[src/hdl/bbp_pkg.sv]
// constants, types and lane maps for the baseband double-rate lane port
`default_nettype none
package bbp_pkg;

  localparam int LANES    = 12;
  localparam int SYM_BITS = 9;

  // limits on the far side's forwarded input clock, in MHz
  localparam int IN_CLK_MAX_NIB0_MHZ = 500;
  localparam int IN_CLK_MAX_MHZ      = 384;
  localparam int IN_CLK_MAX_ALT_MHZ  = 250;

  // output clock ceilings per mode, in MHz
  localparam logic [9:0] OUT_FULL_MAX_MHZ    = 10'h136;
  localparam logic [9:0] OUT_HALF_MAX_MHZ    = 10'h09b;
  localparam logic [9:0] OUT_CENTRED_MAX_MHZ = 10'h0fa;

  // one core clock cycle stands for half an internal clock period
  localparam logic [1:0] FULL_LAST   = 2'h1;
  localparam logic [1:0] HALF_LAST   = 2'h3;
  localparam logic [1:0] FULL_TOGGLE = 2'h0;
  localparam logic [1:0] HALF_TOGGLE = 2'h1;

  typedef enum logic [1:0] {
    BBP_EDGE = 2'h0,
    BBP_FULL = 2'h1,
    BBP_HALF = 2'h3
  } bbp_mode_t;

  typedef enum logic [2:0] {
    BBP_SER0 = 3'h0,
    BBP_SER1 = 3'h1,
    BBP_SER2 = 3'h3,
    BBP_NIB0 = 3'h2,
    BBP_NIB1 = 3'h6,
    BBP_BYTE = 3'h7
  } bbp_group_t;

  typedef enum logic {
    BBP_TX_IDLE = 1'b0,
    BBP_TX_SEND = 1'b1
  } bbp_tx_t;

  typedef struct packed {
    logic                frame;
    logic [SYM_BITS-1:0] data;
  } bbp_sym_t;

  localparam bbp_sym_t SYM_RESET = '0;

  function automatic logic [3:0] bbpClkLane(bbp_group_t g);
    case (g)
      BBP_SER0, BBP_NIB0: return 4'h3;
      BBP_SER2:           return 4'hb;
      default:            return 4'h7;
    endcase
  endfunction

  // frame/sync lane sits just below the clock lane in every grouping
  function automatic logic [3:0] bbpFrameLane(bbp_group_t g);
    return bbpClkLane(g) - 4'h1;
  endfunction

  function automatic logic [3:0] bbpDataBits(bbp_group_t g);
    case (g)
      BBP_NIB0, BBP_NIB1: return 4'h4;
      BBP_BYTE:           return 4'h9;
      default:            return 4'h2;
    endcase
  endfunction

  function automatic logic [3:0] bbpDataLane(bbp_group_t g, logic [3:0] i);
    case (g)
      BBP_SER1: return i + 4'h4;
      BBP_SER2, BBP_NIB1: return i + 4'h8;
      BBP_NIB0: return (i < 4'h2) ? i : i + 4'h2;
      BBP_BYTE: return (i < 4'h3) ? i : ((i < 4'h5) ? i + 4'h1 : i + 4'h3);
      default:  return i;
    endcase
  endfunction

endpackage
`default_nettype wire

[src/hdl/bbp_fifo.sv]
// small valid/ready buffer with registered flags
`timescale 1ns/1ps
`default_nettype none
module bbp_fifo #(
  parameter int WIDTH = 10,
  parameter int DEPTH = 2
) (
  // clock and reset
  input  wire logic             clock,
  input  wire logic             rst,
  // fill side
  input  wire logic [WIDTH-1:0] inData,
  input  wire logic             inValid,
  output var  logic             inReady_q,
  // drain side
  output logic      [WIDTH-1:0] outData,
  output var  logic             outValid_q,
  input  wire logic             outReady
);
  localparam int IW = (DEPTH > 1) ? $clog2(DEPTH) : 1;
  localparam int CW = $clog2(DEPTH + 1);
  localparam logic [CW-1:0] FULL_CNT = CW'(DEPTH);
  localparam logic [IW-1:0] LAST_IDX = IW'(DEPTH - 1);

  logic [WIDTH-1:0] mem_q [DEPTH];
  logic [IW-1:0]    wr_q;
  logic [IW-1:0]    rd_q;
  logic [CW-1:0]    cnt_q;
  logic [CW-1:0]    cnt_d;
  wire              push = inValid && inReady_q;
  wire              pop  = outValid_q && outReady;

  assign outData = mem_q[rd_q];
  assign cnt_d   = cnt_q + CW'(push) - CW'(pop);

  always_ff @(posedge clock) begin
    if (push) begin
      mem_q[wr_q] <= inData;
    end
  end

  always_ff @(posedge clock) begin
    if (rst) begin
      wr_q       <= '0;
      rd_q       <= '0;
      cnt_q      <= '0;
      inReady_q  <= 1'b0;
      outValid_q <= 1'b0;
    end else begin
      if (push) begin
        wr_q <= (wr_q == LAST_IDX) ? '0 : wr_q + IW'(1);
      end
      if (pop) begin
        rd_q <= (rd_q == LAST_IDX) ? '0 : rd_q + IW'(1);
      end
      cnt_q      <= cnt_d;
      inReady_q  <= cnt_d != FULL_CNT;
      outValid_q <= cnt_d != '0;
    end
  end
endmodule
`default_nettype wire

[src/hdl/bbp_in_capture.sv]
// input lane synchroniser and both-edge sample capture
`timescale 1ns/1ps
`default_nettype none
module bbp_in_capture (
  // clock and reset
  input  wire logic                           clock,
  input  wire logic                           rst,
  // configuration
  input  wire bbp_pkg::bbp_group_t            group,
  // link pins
  input  wire logic [bbp_pkg::LANES-1:0]      lanes,
  // captured samples
  output var  bbp_pkg::bbp_sym_t              sym_q,
  output var  logic                           symValid_q
);
  logic [bbp_pkg::LANES-1:0]    meta_q;
  logic [bbp_pkg::LANES-1:0]    sync_q;
  logic [bbp_pkg::LANES-1:0]    last_q;
  logic [bbp_pkg::SYM_BITS-1:0] bits;
  wire  [3:0]                   clkLane = bbp_pkg::bbpClkLane(group);
  wire  [3:0]                   nBits   = bbp_pkg::bbpDataBits(group);
  wire                          clkEdge = sync_q[clkLane] != last_q[clkLane];

  // unused symbol bits read zero so the user sees a clean word
  for (genvar b = 0; b < bbp_pkg::SYM_BITS; b++) begin : g_bit
    assign bits[b] = (4'(b) < nBits) ?
                     sync_q[bbp_pkg::bbpDataLane(group, 4'(b))] : 1'b0;
  end

  always_ff @(posedge clock) begin
    if (rst) begin
      meta_q     <= '0;
      sync_q     <= '0;
      last_q     <= '0;
      sym_q      <= bbp_pkg::SYM_RESET;
      symValid_q <= 1'b0;
    end else begin
      meta_q     <= lanes;
      sync_q     <= meta_q;
      last_q     <= sync_q;
      symValid_q <= clkEdge;
      if (clkEdge) begin
        sym_q <= '{frame: sync_q[bbp_pkg::bbpFrameLane(group)], data: bits};
      end
    end
  end

  property p_both_edges;
    @(posedge clock) disable iff (rst)
    ($rose(sync_q[clkLane]) || $fell(sync_q[clkLane])) && $stable(group) |=> symValid_q;
  endproperty
  a_both_edges: assert property (p_both_edges) else $error("forwarded clock edge not captured");

  property p_serial0_map;
    @(posedge clock) disable iff (rst)
    symValid_q && group == bbp_pkg::BBP_SER0 && $stable(group) |->
      sym_q.data == {7'h00, $past(sync_q[1:0])} && sym_q.frame == $past(sync_q[2]);
  endproperty
  a_serial0_map: assert property (p_serial0_map) else $error("serial group 0 lanes wrong");

  property p_byte_map;
    @(posedge clock) disable iff (rst)
    symValid_q && group == bbp_pkg::BBP_BYTE && $stable(group) |->
      sym_q.data == {$past(sync_q[11:8]), $past(sync_q[5:4]), $past(sync_q[2:0])} &&
      sym_q.frame == $past(sync_q[6]);
  endproperty
  a_byte_map: assert property (p_byte_map) else $error("byte grouping lanes wrong");
endmodule
`default_nettype wire

[src/hdl/bbp_port.sv]
// baseband lane port: both-edge input capture and three-mode output lanes
`timescale 1ns/1ps
`default_nettype none
module bbp_port #(
  parameter int BUF_DEPTH = 2
) (
  // clock and reset
  input  wire logic                         clock,
  input  wire logic                         rst,
  // configuration
  input  wire bbp_pkg::bbp_mode_t           cfgMode,
  input  wire bbp_pkg::bbp_group_t          cfgGroup,
  input  wire logic [9:0]                   outClkMhz,
  // link pins
  input  wire logic [bbp_pkg::LANES-1:0]    basebandInputLanes,
  output var  logic [bbp_pkg::LANES-1:0]    basebandOutputLanes_q,
  // received samples towards user logic
  output bbp_pkg::bbp_sym_t                 rxSym,
  output var  logic                         rxValid_q,
  input  wire logic                         rxReady,
  // samples to send from user logic
  input  wire bbp_pkg::bbp_sym_t            txSym,
  input  wire logic                         txValid,
  output var  logic                         txReady_q,
  // status
  output var  logic                         overrun_q,
  output var  logic                         modeMismatch_q,
  output var  logic                         busy_q
);
  // configuration held while any word is in flight
  bbp_pkg::bbp_mode_t  mode_q;
  bbp_pkg::bbp_group_t group_q;

  // input capture and receive buffer
  bbp_pkg::bbp_sym_t capSym;
  logic              capValid;
  logic              rxInReady;

  bbp_in_capture u_cap (
    .clock      (clock),
    .rst        (rst),
    .group      (group_q),
    .lanes      (basebandInputLanes),
    .sym_q      (capSym),
    .symValid_q (capValid)
  );

  // the link cannot be stalled, so a full buffer drops the word and flags it
  bbp_fifo #(
    .WIDTH (bbp_pkg::SYM_BITS + 1),
    .DEPTH (BUF_DEPTH)
  ) u_rxbuf (
    .clock      (clock),
    .rst        (rst),
    .inData     (capSym),
    .inValid    (capValid),
    .inReady_q  (rxInReady),
    .outData    (rxSym),
    .outValid_q (rxValid_q),
    .outReady   (rxReady)
  );

  // transmit buffer
  bbp_pkg::bbp_sym_t txHead;
  logic              txHeadValid;
  logic              txLoad;

  bbp_fifo #(
    .WIDTH (bbp_pkg::SYM_BITS + 1),
    .DEPTH (BUF_DEPTH)
  ) u_txbuf (
    .clock      (clock),
    .rst        (rst),
    .inData     (txSym),
    .inValid    (txValid),
    .inReady_q  (txReady_q),
    .outData    (txHead),
    .outValid_q (txHeadValid),
    .outReady   (txLoad)
  );

  // output sequencer
  bbp_pkg::bbp_tx_t  txState_q;
  bbp_pkg::bbp_tx_t  txState_d;
  logic [1:0]        cnt_q;
  logic [1:0]        cnt_d;
  bbp_pkg::bbp_sym_t sym_q;
  logic              clk_q;
  logic              clkToggle;

  wire       isEdge   = mode_q == bbp_pkg::BBP_EDGE;
  wire       isHalf   = mode_q == bbp_pkg::BBP_HALF;
  wire [1:0] lastCnt  = isEdge ? 2'h0 :
                        (isHalf ? bbp_pkg::HALF_LAST : bbp_pkg::FULL_LAST);
  wire [1:0] togCnt   = isHalf ? bbp_pkg::HALF_TOGGLE : bbp_pkg::FULL_TOGGLE;
  wire       sending  = txState_q == bbp_pkg::BBP_TX_SEND;
  wire       bitDone  = !sending || cnt_q == lastCnt;
  wire       idle     = !sending && !txHeadValid && !rxValid_q && !capValid;

  // a new word starts only once the previous one has had its full bit time
  assign txLoad    = bitDone && txHeadValid;
  // edge mode moves the clock with the data, centred modes half a bit later
  assign clkToggle = isEdge ? txLoad :
                     (sending && cnt_q == togCnt);
  assign cnt_d     = txLoad ? 2'h0 : (sending && !bitDone) ? cnt_q + 2'h1 : cnt_q;
  assign txState_d = txLoad ? bbp_pkg::BBP_TX_SEND :
                     (bitDone ? bbp_pkg::BBP_TX_IDLE : txState_q);

  // lane placement of clock, frame and data for the held grouping
  function automatic logic [bbp_pkg::LANES-1:0] laneMap(
    bbp_pkg::bbp_group_t g, bbp_pkg::bbp_sym_t s, logic c);
    logic [bbp_pkg::LANES-1:0] v;
    v = '0;
    for (int k = 0; k < bbp_pkg::SYM_BITS; k++) begin
      if (4'(k) < bbp_pkg::bbpDataBits(g)) begin
        v[bbp_pkg::bbpDataLane(g, 4'(k))] = s.data[k];
      end
    end
    v[bbp_pkg::bbpFrameLane(g)] = s.frame;
    v[bbp_pkg::bbpClkLane(g)]   = c;
    return v;
  endfunction

  wire [bbp_pkg::LANES-1:0] laneNext = laneMap(group_q, sym_q, clk_q);

  // rate check against the clock the user plans to run
  wire mismatch = (isHalf && outClkMhz > bbp_pkg::OUT_HALF_MAX_MHZ) ||
                  (mode_q == bbp_pkg::BBP_FULL && outClkMhz > bbp_pkg::OUT_FULL_MAX_MHZ) ||
                  (!isEdge && outClkMhz > bbp_pkg::OUT_CENTRED_MAX_MHZ);

  always_ff @(posedge clock) begin
    if (rst) begin
      mode_q  <= bbp_pkg::BBP_HALF;
      group_q <= bbp_pkg::BBP_SER0;
    end else if (idle) begin
      mode_q  <= cfgMode;
      group_q <= cfgGroup;
    end
  end

  always_ff @(posedge clock) begin
    if (rst) begin
      txState_q <= bbp_pkg::BBP_TX_IDLE;
      cnt_q     <= 2'h0;
      sym_q     <= bbp_pkg::SYM_RESET;
      clk_q     <= 1'b0;
    end else begin
      txState_q <= txState_d;
      cnt_q     <= cnt_d;
      if (txLoad) begin
        sym_q <= txHead;
      end
      if (clkToggle) begin
        clk_q <= !clk_q;
      end
    end
  end

  always_ff @(posedge clock) begin
    if (rst) begin
      basebandOutputLanes_q <= '0;
      overrun_q             <= 1'b0;
      modeMismatch_q        <= 1'b0;
      busy_q                <= 1'b0;
    end else begin
      basebandOutputLanes_q <= laneNext;
      overrun_q             <= overrun_q || (capValid && !rxInReady);
      modeMismatch_q        <= mismatch;
      busy_q                <= !idle;
    end
  end

  // assertions
  property p_half_timing;
    @(posedge clock) disable iff (rst)
    txLoad && isHalf |=> !clkToggle ##1 clkToggle;
  endproperty
  a_half_timing: assert property (p_half_timing) else $error("half-rate clock not one edge later");

  property p_full_timing;
    @(posedge clock) disable iff (rst)
    txLoad && mode_q == bbp_pkg::BBP_FULL |=> clkToggle && !txLoad;
  endproperty
  a_full_timing: assert property (p_full_timing) else $error("full-rate clock not between data");

  property p_centred;
    @(posedge clock) disable iff (rst)
    !isEdge && clkToggle |-> !txLoad;
  endproperty
  a_centred: assert property (p_centred) else $error("centred clock moved with data");

  property p_edge_aligned;
    @(posedge clock) disable iff (rst)
    isEdge && txLoad |-> clkToggle ##1 (clk_q != $past(clk_q));
  endproperty
  a_edge_aligned: assert property (p_edge_aligned) else $error("edge mode clock not with data");

  property p_half_bit_time;
    @(posedge clock) disable iff (rst)
    txLoad && isHalf |=> !txLoad [*3];
  endproperty
  a_half_bit_time: assert property (p_half_bit_time) else $error("half-rate bit shorter than 4");

  property p_cfg_hold;
    @(posedge clock) disable iff (rst)
    sending || txHeadValid |=> $stable(mode_q) && $stable(group_q);
  endproperty
  a_cfg_hold: assert property (p_cfg_hold) else $error("configuration changed mid transfer");

  property p_frame_lane;
    @(posedge clock) disable iff (rst)
    $stable(group_q) |=>
      basebandOutputLanes_q[bbp_pkg::bbpFrameLane(bbp_pkg::bbp_group_t'($past(group_q)))] ==
      $past(sym_q.frame);
  endproperty
  a_frame_lane: assert property (p_frame_lane) else $error("frame lane not timed with data");

  property p_clk_lane;
    @(posedge clock) disable iff (rst)
    $stable(group_q) |=>
      basebandOutputLanes_q[bbp_pkg::bbpClkLane(bbp_pkg::bbp_group_t'($past(group_q)))] ==
      $past(clk_q);
  endproperty
  a_clk_lane: assert property (p_clk_lane) else $error("clock lane misplaced");

  property p_mismatch;
    @(posedge clock) disable iff (rst)
    !isEdge && outClkMhz > bbp_pkg::OUT_CENTRED_MAX_MHZ |=> modeMismatch_q;
  endproperty
  a_mismatch: assert property (p_mismatch) else $error("fast clock in centred mode not flagged");
endmodule
`default_nettype wire

[config.mk]
export PLATFORM = sky130hd
export DESIGN_NAME = bbp_port
export DESIGN_NICKNAME = d
export VERILOG_FILES = /design/src/hdl/bbp_pkg.sv /design/src/hdl/bbp_fifo.sv /design/src/hdl/bbp_in_capture.sv /design/src/hdl/bbp_port.sv
export SDC_FILE = /design/constraint.sdc
export NUM_CORES = 1
export LEC_CHECK = 0
export CAP_MARGIN = 20
export CORE_MARGIN = 3
export CORE_UTILIZATION = 29
export CTS_CLUSTER_SIZE = 40
export DETAILED_ROUTE_END_ITERATION = 16
export DONT_BUFFER_PORTS = 1
export GPL_TIMING_DRIVEN = 1
export SLEW_MARGIN = 20
export SYNTH_ARGS = -nofsm -noshare
export SYNTH_HDL_FRONTEND = slang
export SYNTH_SLANG_ARGS = --single-unit
[constraint.sdc]
create_clock -name clock -period 6.1 [get_ports clock]
set_input_delay 0.61 -clock clock [delete_from_list [all_inputs] [get_ports clock]]
set_output_delay 0.61 -clock clock [all_outputs]
set_load 0.03 [all_outputs]
==> results.cfg, run 1 <==
[synthesis]
synth_cells = 431
synth_nets = 476
yosysWarnings = 0
synth_cell_types = 49
ys_ff_latch = 125
ys.flop_type = dfxtp_1
syn_area_per_cell_sq_um = 11.25
synth_edf_count = 40
ys_seq_area_frac = 0.5987
syn_area_sq_um = 4848
ys_async_sr_fraction = 0

[critical_path]
cp-endpoint = u_txbuf.outValid_q
cp_max_fo = 11
cp-startpoint = mode_q[1]
worstPathRequired_ns = 6.40
critical_path_arrival_ns = 3.50
reg2reg_depth = 10
end_kind = register
setup.worst_path.class = register to register
cp-start-kind = register
reg2reg_slack_ns = 2.89
rr_endpoint = u_txbuf.outValid_q
r2r_start = mode_q[1]

[floorplan]
die_w_um = 135.3
start_util = 0.3009
ios = 68
die_area_sq_um = 18310
core-area_sq_um = 16120
row_count = 46
die_h_um = 135.3

[finish]
synthToLayoutAreaGrowth_pct = 14.99
antenna_cells = 0
num-nets-final = 470
drive_gt1_frac = 0.1233
regArea_sq_um = 2903
fin_area_sq_um = 5575
multi_input_area_sq_um = 1754
fill_cells = 1628
utilization = 0.3460

[route]
num_vias = 2993
drt_iter0_markers = 229
detailedRoute.firstPassIterationCount = 4
post_drt_wl_per_cell_um = 14.78
vias_per_cell = 4.576
ant_nets = 0
drt_wl_total_mm = 9.665
drc = 0

[pwr]
ir_worst_vdd_uv = 221.8
leakagePower_uw = 0.002088
p_per_area_nw_per_um2 = 466.0

[timing]
hold_viol = 0
finalSetupViolCount = 0
drv_slew = 0
finalHoldWorstSlack_ns = 0.2753
finClkSkew_ns = 0.004682
fin_crit_sh = 0.5259
tns_ns = 0
worst_slew_pin_slew_ns = 0.9262
rsz0062_at_grt = false
min_period_ns = 3.208
relSlewSlack = 0.3774
fmax_mhz = 311.7

[cts]
post_cts.repair.setup_buffers = 0
insertion_delay_ns = 0.41
clockBufferDepth = 2
tritoncts = done
cts-buffers-inserted = 17
htree_num_levels = 4
root_buffer = clkbuf_16
ctsResizeCount = 0
cts.sinks = 125
clk_pin_slew_worst_paths_ns = 0.06
hold_buffers = 0

[grt]
grt_pass1_vias = 2977
grt_max_degree = 67
antenna_found_initial = 0
gr-usage-all-layers = 0.1106
overflow = 0
grt_pass1_wl_mm = 15.58

[placed_design]
place.gp.congestion = 0.8317
portBuffers = 0
placed_area_sq_um = 4991
dp_hpwl_mm = 6.729

[min_path]
hold_path_class = input port to register

[outcome]
outcome = completed

[run]
max_cap_violations = 0
## Yosys cell counts, drive strengths merged, types with 10 or more instances
library cell   n  area share
inv           15       0.012
mux2i         27       0.056
nand2         25       0.019
o21ai         11       0.011
a21oi         27       0.028
buf           12       0.017
edfxtp        40        0.25
mux2          14       0.033
dfxtp         85        0.35
nor2          39       0.030
clkbuf        13       0.010
a211oi        10       0.015
nor2b         31       0.040
## critical path: stages (launching register included)
cell,delay (ns)
dfxtp_1,0.58
or3b_4,0.46
o2111a_1,0.17
nor2_1,0.58
ha_1,0.35
inv_1,0.06
ha_1,0.15
xor2_1,0.21
xnor2_1,0.18
nor2_1,0.08
or2_2,0.29
## where the power goes
part | switching, uW | total, uW | internal, uW
sequential | 175 | 1160 | 985
combinational | 267 | 484 | 217
clock | 345 | 955 | 609
## state kept, by name, indices dropped and copies added (netlist names), 2 cells and up, named ones only
signal,count
basebandOutputLanes_q,12
cnt_q,2
group_q,3
mode_q,2
sym_q,10
u_cap.last_q,3
u_cap.meta_q,12
u_cap.sym_q,10
u_cap.sync_q,12
u_rxbuf.cnt_q,2
u_rxbuf.mem_q,20
u_txbuf.cnt_q,2
u_txbuf.mem_q,20
## metrics by stage
stage               setup WS (ns)  power [uW]  std cells
floorplan                   3.611        1574        431
global placement            3.108        1637        622
finish                      2.892        2598        654
CTS                         2.916        2622        654
global route                2.763        2746        654
detailed placement          2.921        1660        622
## layer usage
layer | routed length, um | share of wire | track usage | vias to the layer above
met2 | 4161 | 0.43 | 0.1576 | 80
met3 | 815 | 0.084 | 0.05461 | 16
met1 | 4462 | 0.46 | 0.1387 | 1392
met5 | 0 | 0 | 0 | -
li1 | - | - | - | 1505
met4 | 225 | 0.023 | 0.05487 | 0
## placed cells by master, fill, tap and decap left out, types with 2 or more instances in the layout
cell       synthesis  routed
nor2b_1           31      31
ha_1               4       4
and3_1             4       4
or3_1              3       3
nand2_1           25      25
o2111ai_1          2       2
dfxtp_1           85      85
a32oi_1            2       2
or2_2              4       4
nor2_1            39      39
xnor2_1            6       6
clkinv_2           0       6
o21ai_0           11      11
a21oi_1           27      27
a31oi_1            2       2
mux2i_1           27      26
o211ai_1           4       4
o22ai_1            2       2
xor2_1             8       8
a21o_1             3       3
edfxtp_1          40      40
clkbuf_16          0      20
nand4_1            6       6
inv_1             15      15
and2_1             6       6
a211oi_1          10      10
clkbuf_8           0       2
o31ai_1            2       2
nand3_1            3       3
nor3_1             5       5
mux2_2            14      14
## cell families after synthesis
group,count (synthesis),synth area share
flip-flops,125,0.5987
buffers and inverters,41,0.04026
multiplexers,41,0.08826
XOR/XNOR,14,0.02529
AND/OR/NAND/NOR,132,0.1386
AO/OA/AOI/OAI,74,0.09858
adder cells (fa/ha/maj),4,0.01032
## worst min path at each step
stage,from,to,slack (ns),cells after the start
final,rst,u_rxbuf.rd_q,0.28,1
after global routing,rst,u_rxbuf.rd_q,0.25,1
after global placement,u_cap.meta_q[3],u_cap.sync_q[3],0.43,1
after CTS,rst,u_cap.symValid_q,0.25,1
after floorplan,u_cap.meta_q[0],u_cap.sync_q[0],0.41,1
after detailed placement,u_cap.meta_q[3],u_cap.sync_q[3],0.42,1
## cell type report
class / count / share of cell area
Tap cell: 216 / 0.04847
Clock buffer: 23 / 0.09538
Timing Repair Buffer: 1 / 0.001346
Clock inverter: 9 / 0.009425
Sequential cell: 125 / 0.5206
Multi-Input combinational cell: 265 / 0.3146
Inverter: 15 / 0.01010
(Power assumes the default switching activity.)
==> run 2: changes to the inputs <==
==> constraint.sdc (replaced) <==
create_clock -name clock -period 2.85 [get_ports clock]
set_input_delay 0.285 -clock clock [delete_from_list [all_inputs] [get_ports clock]]
set_output_delay 0.285 -clock clock [all_outputs]
set_load 0.03 [all_outputs]
==> run 2 against run 1 <==
Against the previous run:
- non-clock buffer count rose by 27
- design area rose by 5.4%
- largest cell class unchanged
- highest routed layer unchanged
- global-route usage rose by 0.35 points
- sequential power rose by 110%
- maximum frequency rose by 28%
==> results.cfg, run 2 (synthesized netlist as in run 1, its figures left out) <==
[grt]
antenna_found_initial = 0
overflow = 0
grt_pass1_vias = 3097
grt_pass1_wl_mm = 15.93
grt_max_degree = 61
gr-usage-all-layers = 0.1141

[cts]
htree_num_levels = 4
cts.sinks = 125
cts-buffers-inserted = 17
root_buffer = clkbuf_16
clk_pin_slew_worst_paths_ns = 0.05
tritoncts = done
clockBufferDepth = 2
insertion_delay_ns = 0.41
ctsResizeCount = 0

[timing]
finalSetupViolCount = 0
fmax_mhz = 398.9
min_period_ns = 2.507
worst_slew_pin_slew_ns = 1.028
rsz0062_at_grt = false
relSlewSlack = 0.3089
hold_viol = 0
tns_ns = 0
finClkSkew_ns = 0.006526
fin_crit_sh = 0.8795
drv_slew = 0

[route]
post_drt_wl_per_cell_um = 14.52
drt_wl_total_mm = 9.889
num_vias = 3080
detailedRoute.firstPassIterationCount = 4
drc = 0
ant_nets = 0
drt_iter0_markers = 199
vias_per_cell = 4.523

[finish]
synthToLayoutAreaGrowth_pct = 21.24
fill_cells = 1582
reg_top3 = u_rxbuf.mem_q: 20 flops, u_txbuf.mem_q: 20 flops
drive_gt1_frac = 0.1226
final_common_cell = dfxtp_1
num-nets-final = 497
mostFrequentLayoutCells = dfxtp_1 (85), edfxtp_1 (40), nor2_1 (39)
fin_area_sq_um = 5878
antenna_cells = 0

[critical_path]
setup.worst_path.class = register to register
slowest_delay_ns = 0.45
cp-start-kind = register
cp_max_fo = 9
critical_path_arrival_ns = 2.80
end_kind = register
critPathSlowestCell = or3b_4
cp_cell_sequence = or3b_4, o2111a_1, nor2_1, ha_1, inv_1, ha_1, xor2_1, xnor2_1, nor2_1, or2_2
worstPathRequired_ns = 3.15

[floorplan]
ios = 68
row_count = 46
die_area_sq_um = 18310
die_h_um = 135.3
die_w_um = 135.3
start_util = 0.3009
core-area_sq_um = 16120

[run]
max_cap_violations = 0

[placed_design]
place.gp.congestion = 0.7933
dp_hpwl_mm = 6.794
placed_area_sq_um = 5025
portBuffers = 0

[pwr]
leakagePower_uw = 0.002215
ir_worst_vdd_uv = 478.7
p_per_area_nw_per_um2 = 983.7

[min_path]
hold_path_class = input port to register

[outcome]
outcome = completed
-- run 2: cell count changes in the layout (fill, tap and decap cells not counted) --
cell           delta
inv_4             -1
buf_4             +5
clkbuf_8          -2
clkbuf_1          +2
dlygate4sd3_1    +21
clkinv_2          -2
mux2i_1           +1
bufinv_16         +2
buf_16            +1
clkinvlp_4        +1
mux2i_2           -1
-- run 2: timing repair --
action	4_1_cts	5_1_grt
endpoints found under the hold margin	80	0
hold buffers	22	0
buffers inserted	0	0
-- run 2: routing by layer --
| layer | wire (um) | up-vias | global-route usage | share of wire |
|---|---|---|---|---|
| li1 | - | 1557 | - | - |
| met1 | 4662 | 1410 | 0.1464 | 0.47 |
| met2 | 4213 | 95 | 0.1626 | 0.43 |
| met3 | 743 | 18 | 0.04681 | 0.075 |
| met4 | 269 | 0 | 0.06327 | 0.027 |
| met5 | 0 | - | 0 | 0 |
-- run 2: worst paths after layout --
kind / start / end / slack, ns / cells after the start
setup / recovery: mode_q[0] / u_txbuf.outValid_q / 0.34 / 10
hold / removal: basebandInputLanes[0] / u_cap.meta_q[0] / 0.02 / 1
setup reg to reg: mode_q[0] / u_txbuf.outValid_q / 0.34 / 10
hold reg to reg: u_cap.meta_q[3] / u_cap.sync_q[3] / 0.44 / 1
-- run 2: where the power goes --
group	switching [uW]	internal (uW)
clock	741	1440
sequential	357	2110
combinational	626	513
-- run 2: cell type report --
class / count / area [sq um] / share of cell area
sequential: 125 / 2903 / 0.4938
multi-input combinational: 265 / 1750 / 0.2978
clock buffer: 23 / 511.7 / 0.08706
timing repair buffer: 28 / 282.8 / 0.04811
tap: 216 / 270.3 / 0.04598
clock inverter: 9 / 103.9 / 0.01767
inverter: 15 / 56.30 / 0.009579
-- run 2: through the flow --
step	std cells	hold WS [ns]	total power, uW	utilization	worst slack [ns]
floorplan	431	0.3839	3368	-	0.3610
global placement	627	0.3624	3542	0.3118	0.4813
detailed placement	627	0.3652	3589	0.3118	0.3352
CTS	681	0.005571	5843	0.3648	0.3323
global route	681	0.01779	6099	0.3648	0.1634
finish	681	0.02230	5782	0.3648	0.3433
-- run 2: critical path: cells and delay by family, from the launching register on --
family          cells  cell delay (ns)
compound gates      1             0.18
buf+inv             1             0.06
xor+xnor            2             0.36
simple gates        4             1.00
flops               1             0.39
fa+ha+maj           2             0.41
==> run 3: changes to the inputs <==
--- a/config.mk
+++ b/config.mk
@@ -5,6 +5,7 @@
 export SDC_FILE = /design/constraint.sdc
 export NUM_CORES = 1
 export LEC_CHECK = 0
+export ABC_AREA = 1
 export CAP_MARGIN = 20
 export CORE_MARGIN = 3
 export CORE_UTILIZATION = 29
==> run 3 against run 2 <==
Against the previous run:
- maximum frequency is 5.3% higher
- sequential share of layout area is 0.71 points higher
- largest cell class unchanged
- area after synthesis is 1.8% lower
- highest routed layer unchanged
- global-route usage is 0.11 points lower
==> results.cfg, run 3 <==
[timing]
fmax_mhz = 420.0
hold_viol = 0
min_period_ns = 2.381
finalSetupViolCount = 0
drv_slew = 0
relSlewSlack = 0.4085
fin_crit_sh = 0.8354
rsz0062_at_grt = false
tns_ns = 0
timing.final.ws_setup_ns = 0.4690
finalHoldWorstSlack_ns = 0.02798
finClkSkew_ns = 0.009438
worst_slew_pin_slew_ns = 0.8840

[route]
drt_wl_total_mm = 9.608
ant_nets = 0
drc = 0
drt_iter0_markers = 150
num_vias = 3218
vias_per_cell = 4.223
detailedRoute.firstPassIterationCount = 4
post_drt_wl_per_cell_um = 12.61

[finish]
drive_gt1_frac = 0.1282
antenna_cells = 0
num-nets-final = 578
regArea_sq_um = 2903
utilization = 0.3621
reg_top3 = u_rxbuf.mem_q: 20 flops, u_txbuf.mem_q: 20 flops
multi_input_area_sq_um = 1490
mostFrequentLayoutCells = nand2_1 (89), dfxtp_1 (85), inv_1 (74)
fill_cells = 1644
synthToLayoutAreaGrowth_pct = 21.74
final_common_cell = nand2_1

[floorplan]
start_util = 0.2975
die_area_sq_um = 17990
core-area_sq_um = 16000
row_count = 46
die_w_um = 134.1
ios = 68
die_h_um = 134.1

[grt]
overflow = 0
grt_pass1_vias = 3266
grt_pass1_wl_mm = 15.70
grt_max_degree = 59
gr-usage-all-layers = 0.1130
antenna_found_initial = 0

[synthesis]
synth_cells = 504
ys.flop_type = dfxtp_1
syn_area_per_cell_sq_um = 9.444
ys_seq_area_frac = 0.6099
ys_ff_latch = 125
yosys.area.top_type_share = 0.3575
yosysMostFrequentCell = nand2_1
yosysWarnings = 0
synthTopCellsByCount = nand2_1 (89), dfxtp_1 (85), inv_1 (74)
ys_async_sr_fraction = 0
synth_area_leaders = dfxtp_1 (36%), edfxtp_1 (25%), nand2_1 (7.0%)
yosysTopAreaCell = dfxtp_1
synth_cell_types = 35
synth_nets = 549
synth_edf_count = 40
syn_area_sq_um = 4760

[critical_path]
reg2reg_slack_ns = 0.47
r2r_start = mode_q[1]
rr_endpoint = u_txbuf.outValid_q
reg2reg_depth = 15
cp_max_fo = 19
setup.worst_path.class = register to register
critical_path_arrival_ns = 2.72
cp-start-kind = register
worstPathRequired_ns = 3.19
end_kind = register

[placed_design]
dp_hpwl_mm = 6.843
place.gp.congestion = 0.7572
portBuffers = 0
pre_cts_slack_ns = 0.4612

[min_path]
holdPathStages = 2
hold_end = u_cap.meta_q[11]
hold_path_class = input port to register
holdCritStartpoint = basebandInputLanes[11]

[cts]
cts.sinks = 125
cts-buffers-inserted = 17
clk_pin_slew_worst_paths_ns = 0.05
tritoncts = done
clockBufferDepth = 2
ctsResizeCount = 0
root_buffer = clkbuf_16
htree_num_levels = 4
insertion_delay_ns = 0.41

[pwr]
power.total_uw = 5884
p_per_area_nw_per_um2 = 1015
leakagePower_uw = 0.002412
ir_worst_vdd_uv = 507.5

[outcome]
outcome = completed

[run]
max_cap_violations = 0
## run 3: changes by cell type after synthesis, moves of 5 or more
| cell | delta |
|---|---|
| inv_1 | +59 |
| o21ai_0 | +9 |
| nand3_1 | +7 |
| nand2_1 | +64 |
| mux2i_1 | -27 |
| a211oi_1 | -10 |
| nand4_1 | -6 |
| and2_1 | -5 |
| nor2_1 | +30 |
| buf_2 | -5 |
| nor2b_1 | -31 |
| nand2_2 | +12 |
| a21oi_2 | +6 |
## run 3: critical path: stages (launching register included)
cell     delay (ns)
dfxtp_1        0.33
nand2_1        0.14
nand2_1        0.07
nand2_1        0.06
inv_1          0.03
nand2_1        0.08
nand2_2        0.09
nand2_2        0.24
inv_1          0.16
ha_1           0.31
inv_1          0.05
ha_1           0.15
xor2_1         0.19
xor2_1         0.20
inv_1          0.08
a21oi_1        0.12
## run 3: worst max path at each step
stage	slack, ns	from	end	depth (start not counted)
after detailed placement	0.46	mode_q[0]	u_txbuf.outValid_q	15
after global placement	0.60	mode_q[1]	u_txbuf.outValid_q	15
after CTS	0.45	mode_q[1]	u_txbuf.outValid_q	15
after floorplan	0.86	mode_q[1]	u_txbuf.outValid_q	15
final	0.47	mode_q[1]	u_txbuf.outValid_q	15
after global routing	0.20	mode_q[0]	u_txbuf.cnt_q[1]	14
## run 3: cell type report
type | count | area share
Multi-Input combinational cell | 288 | 0.2572
Inverter | 78 | 0.05074
Timing Repair Buffer | 23 | 0.04276
Sequential cell | 125 | 0.5010
Tap cell | 216 | 0.04664
Clock inverter | 13 | 0.02526
Clock buffer | 19 | 0.07644
## run 3: metrics by stage
stage / instances / instance area, sq um
global placement: 707 / 4957
detailed placement: 707 / 4957
floorplan: 504 / 4760
finish: 762 / 5794
global route: 762 / 5794
CTS: 762 / 5794
## run 3: repair_timing
item                      in CTS  in global routing
hold endpoints to repair      79                  0
buffers inserted               0                  0
hold buffers                  23                  0
## run 3: per-layer routing
layer	vias to the layer above	global-route usage	routed length [um]
met1	1483	0.1259	4264
met4	0	0.05147	138
met5	-	0	0
met3	11	0.04764	466
met2	57	0.1887	4739
li1	1667	-	-
## run 3: report_power, final
part           switching (uW)  internal (uW)
sequential                297           2160
combinational             879            422
clock                     740           1380
## run 3: kinds of logic (layout without fill, tap and decap cells)
kind of cell / after synthesis / count (layout) / share of synthesized area
AOI/OAI and AO/OA: 69 / 69 / 0.08649
muxes: 10 / 10 / 0.02366
adders and majority gates: 4 / 4 / 0.01052
xor gates and xnor gates: 7 / 7 / 0.01288
DFF: 125 / 125 / 0.6099
and+or+nand+nor: 198 / 198 / 0.1795
buffers and inverters: 91 / 133 / 0.07702
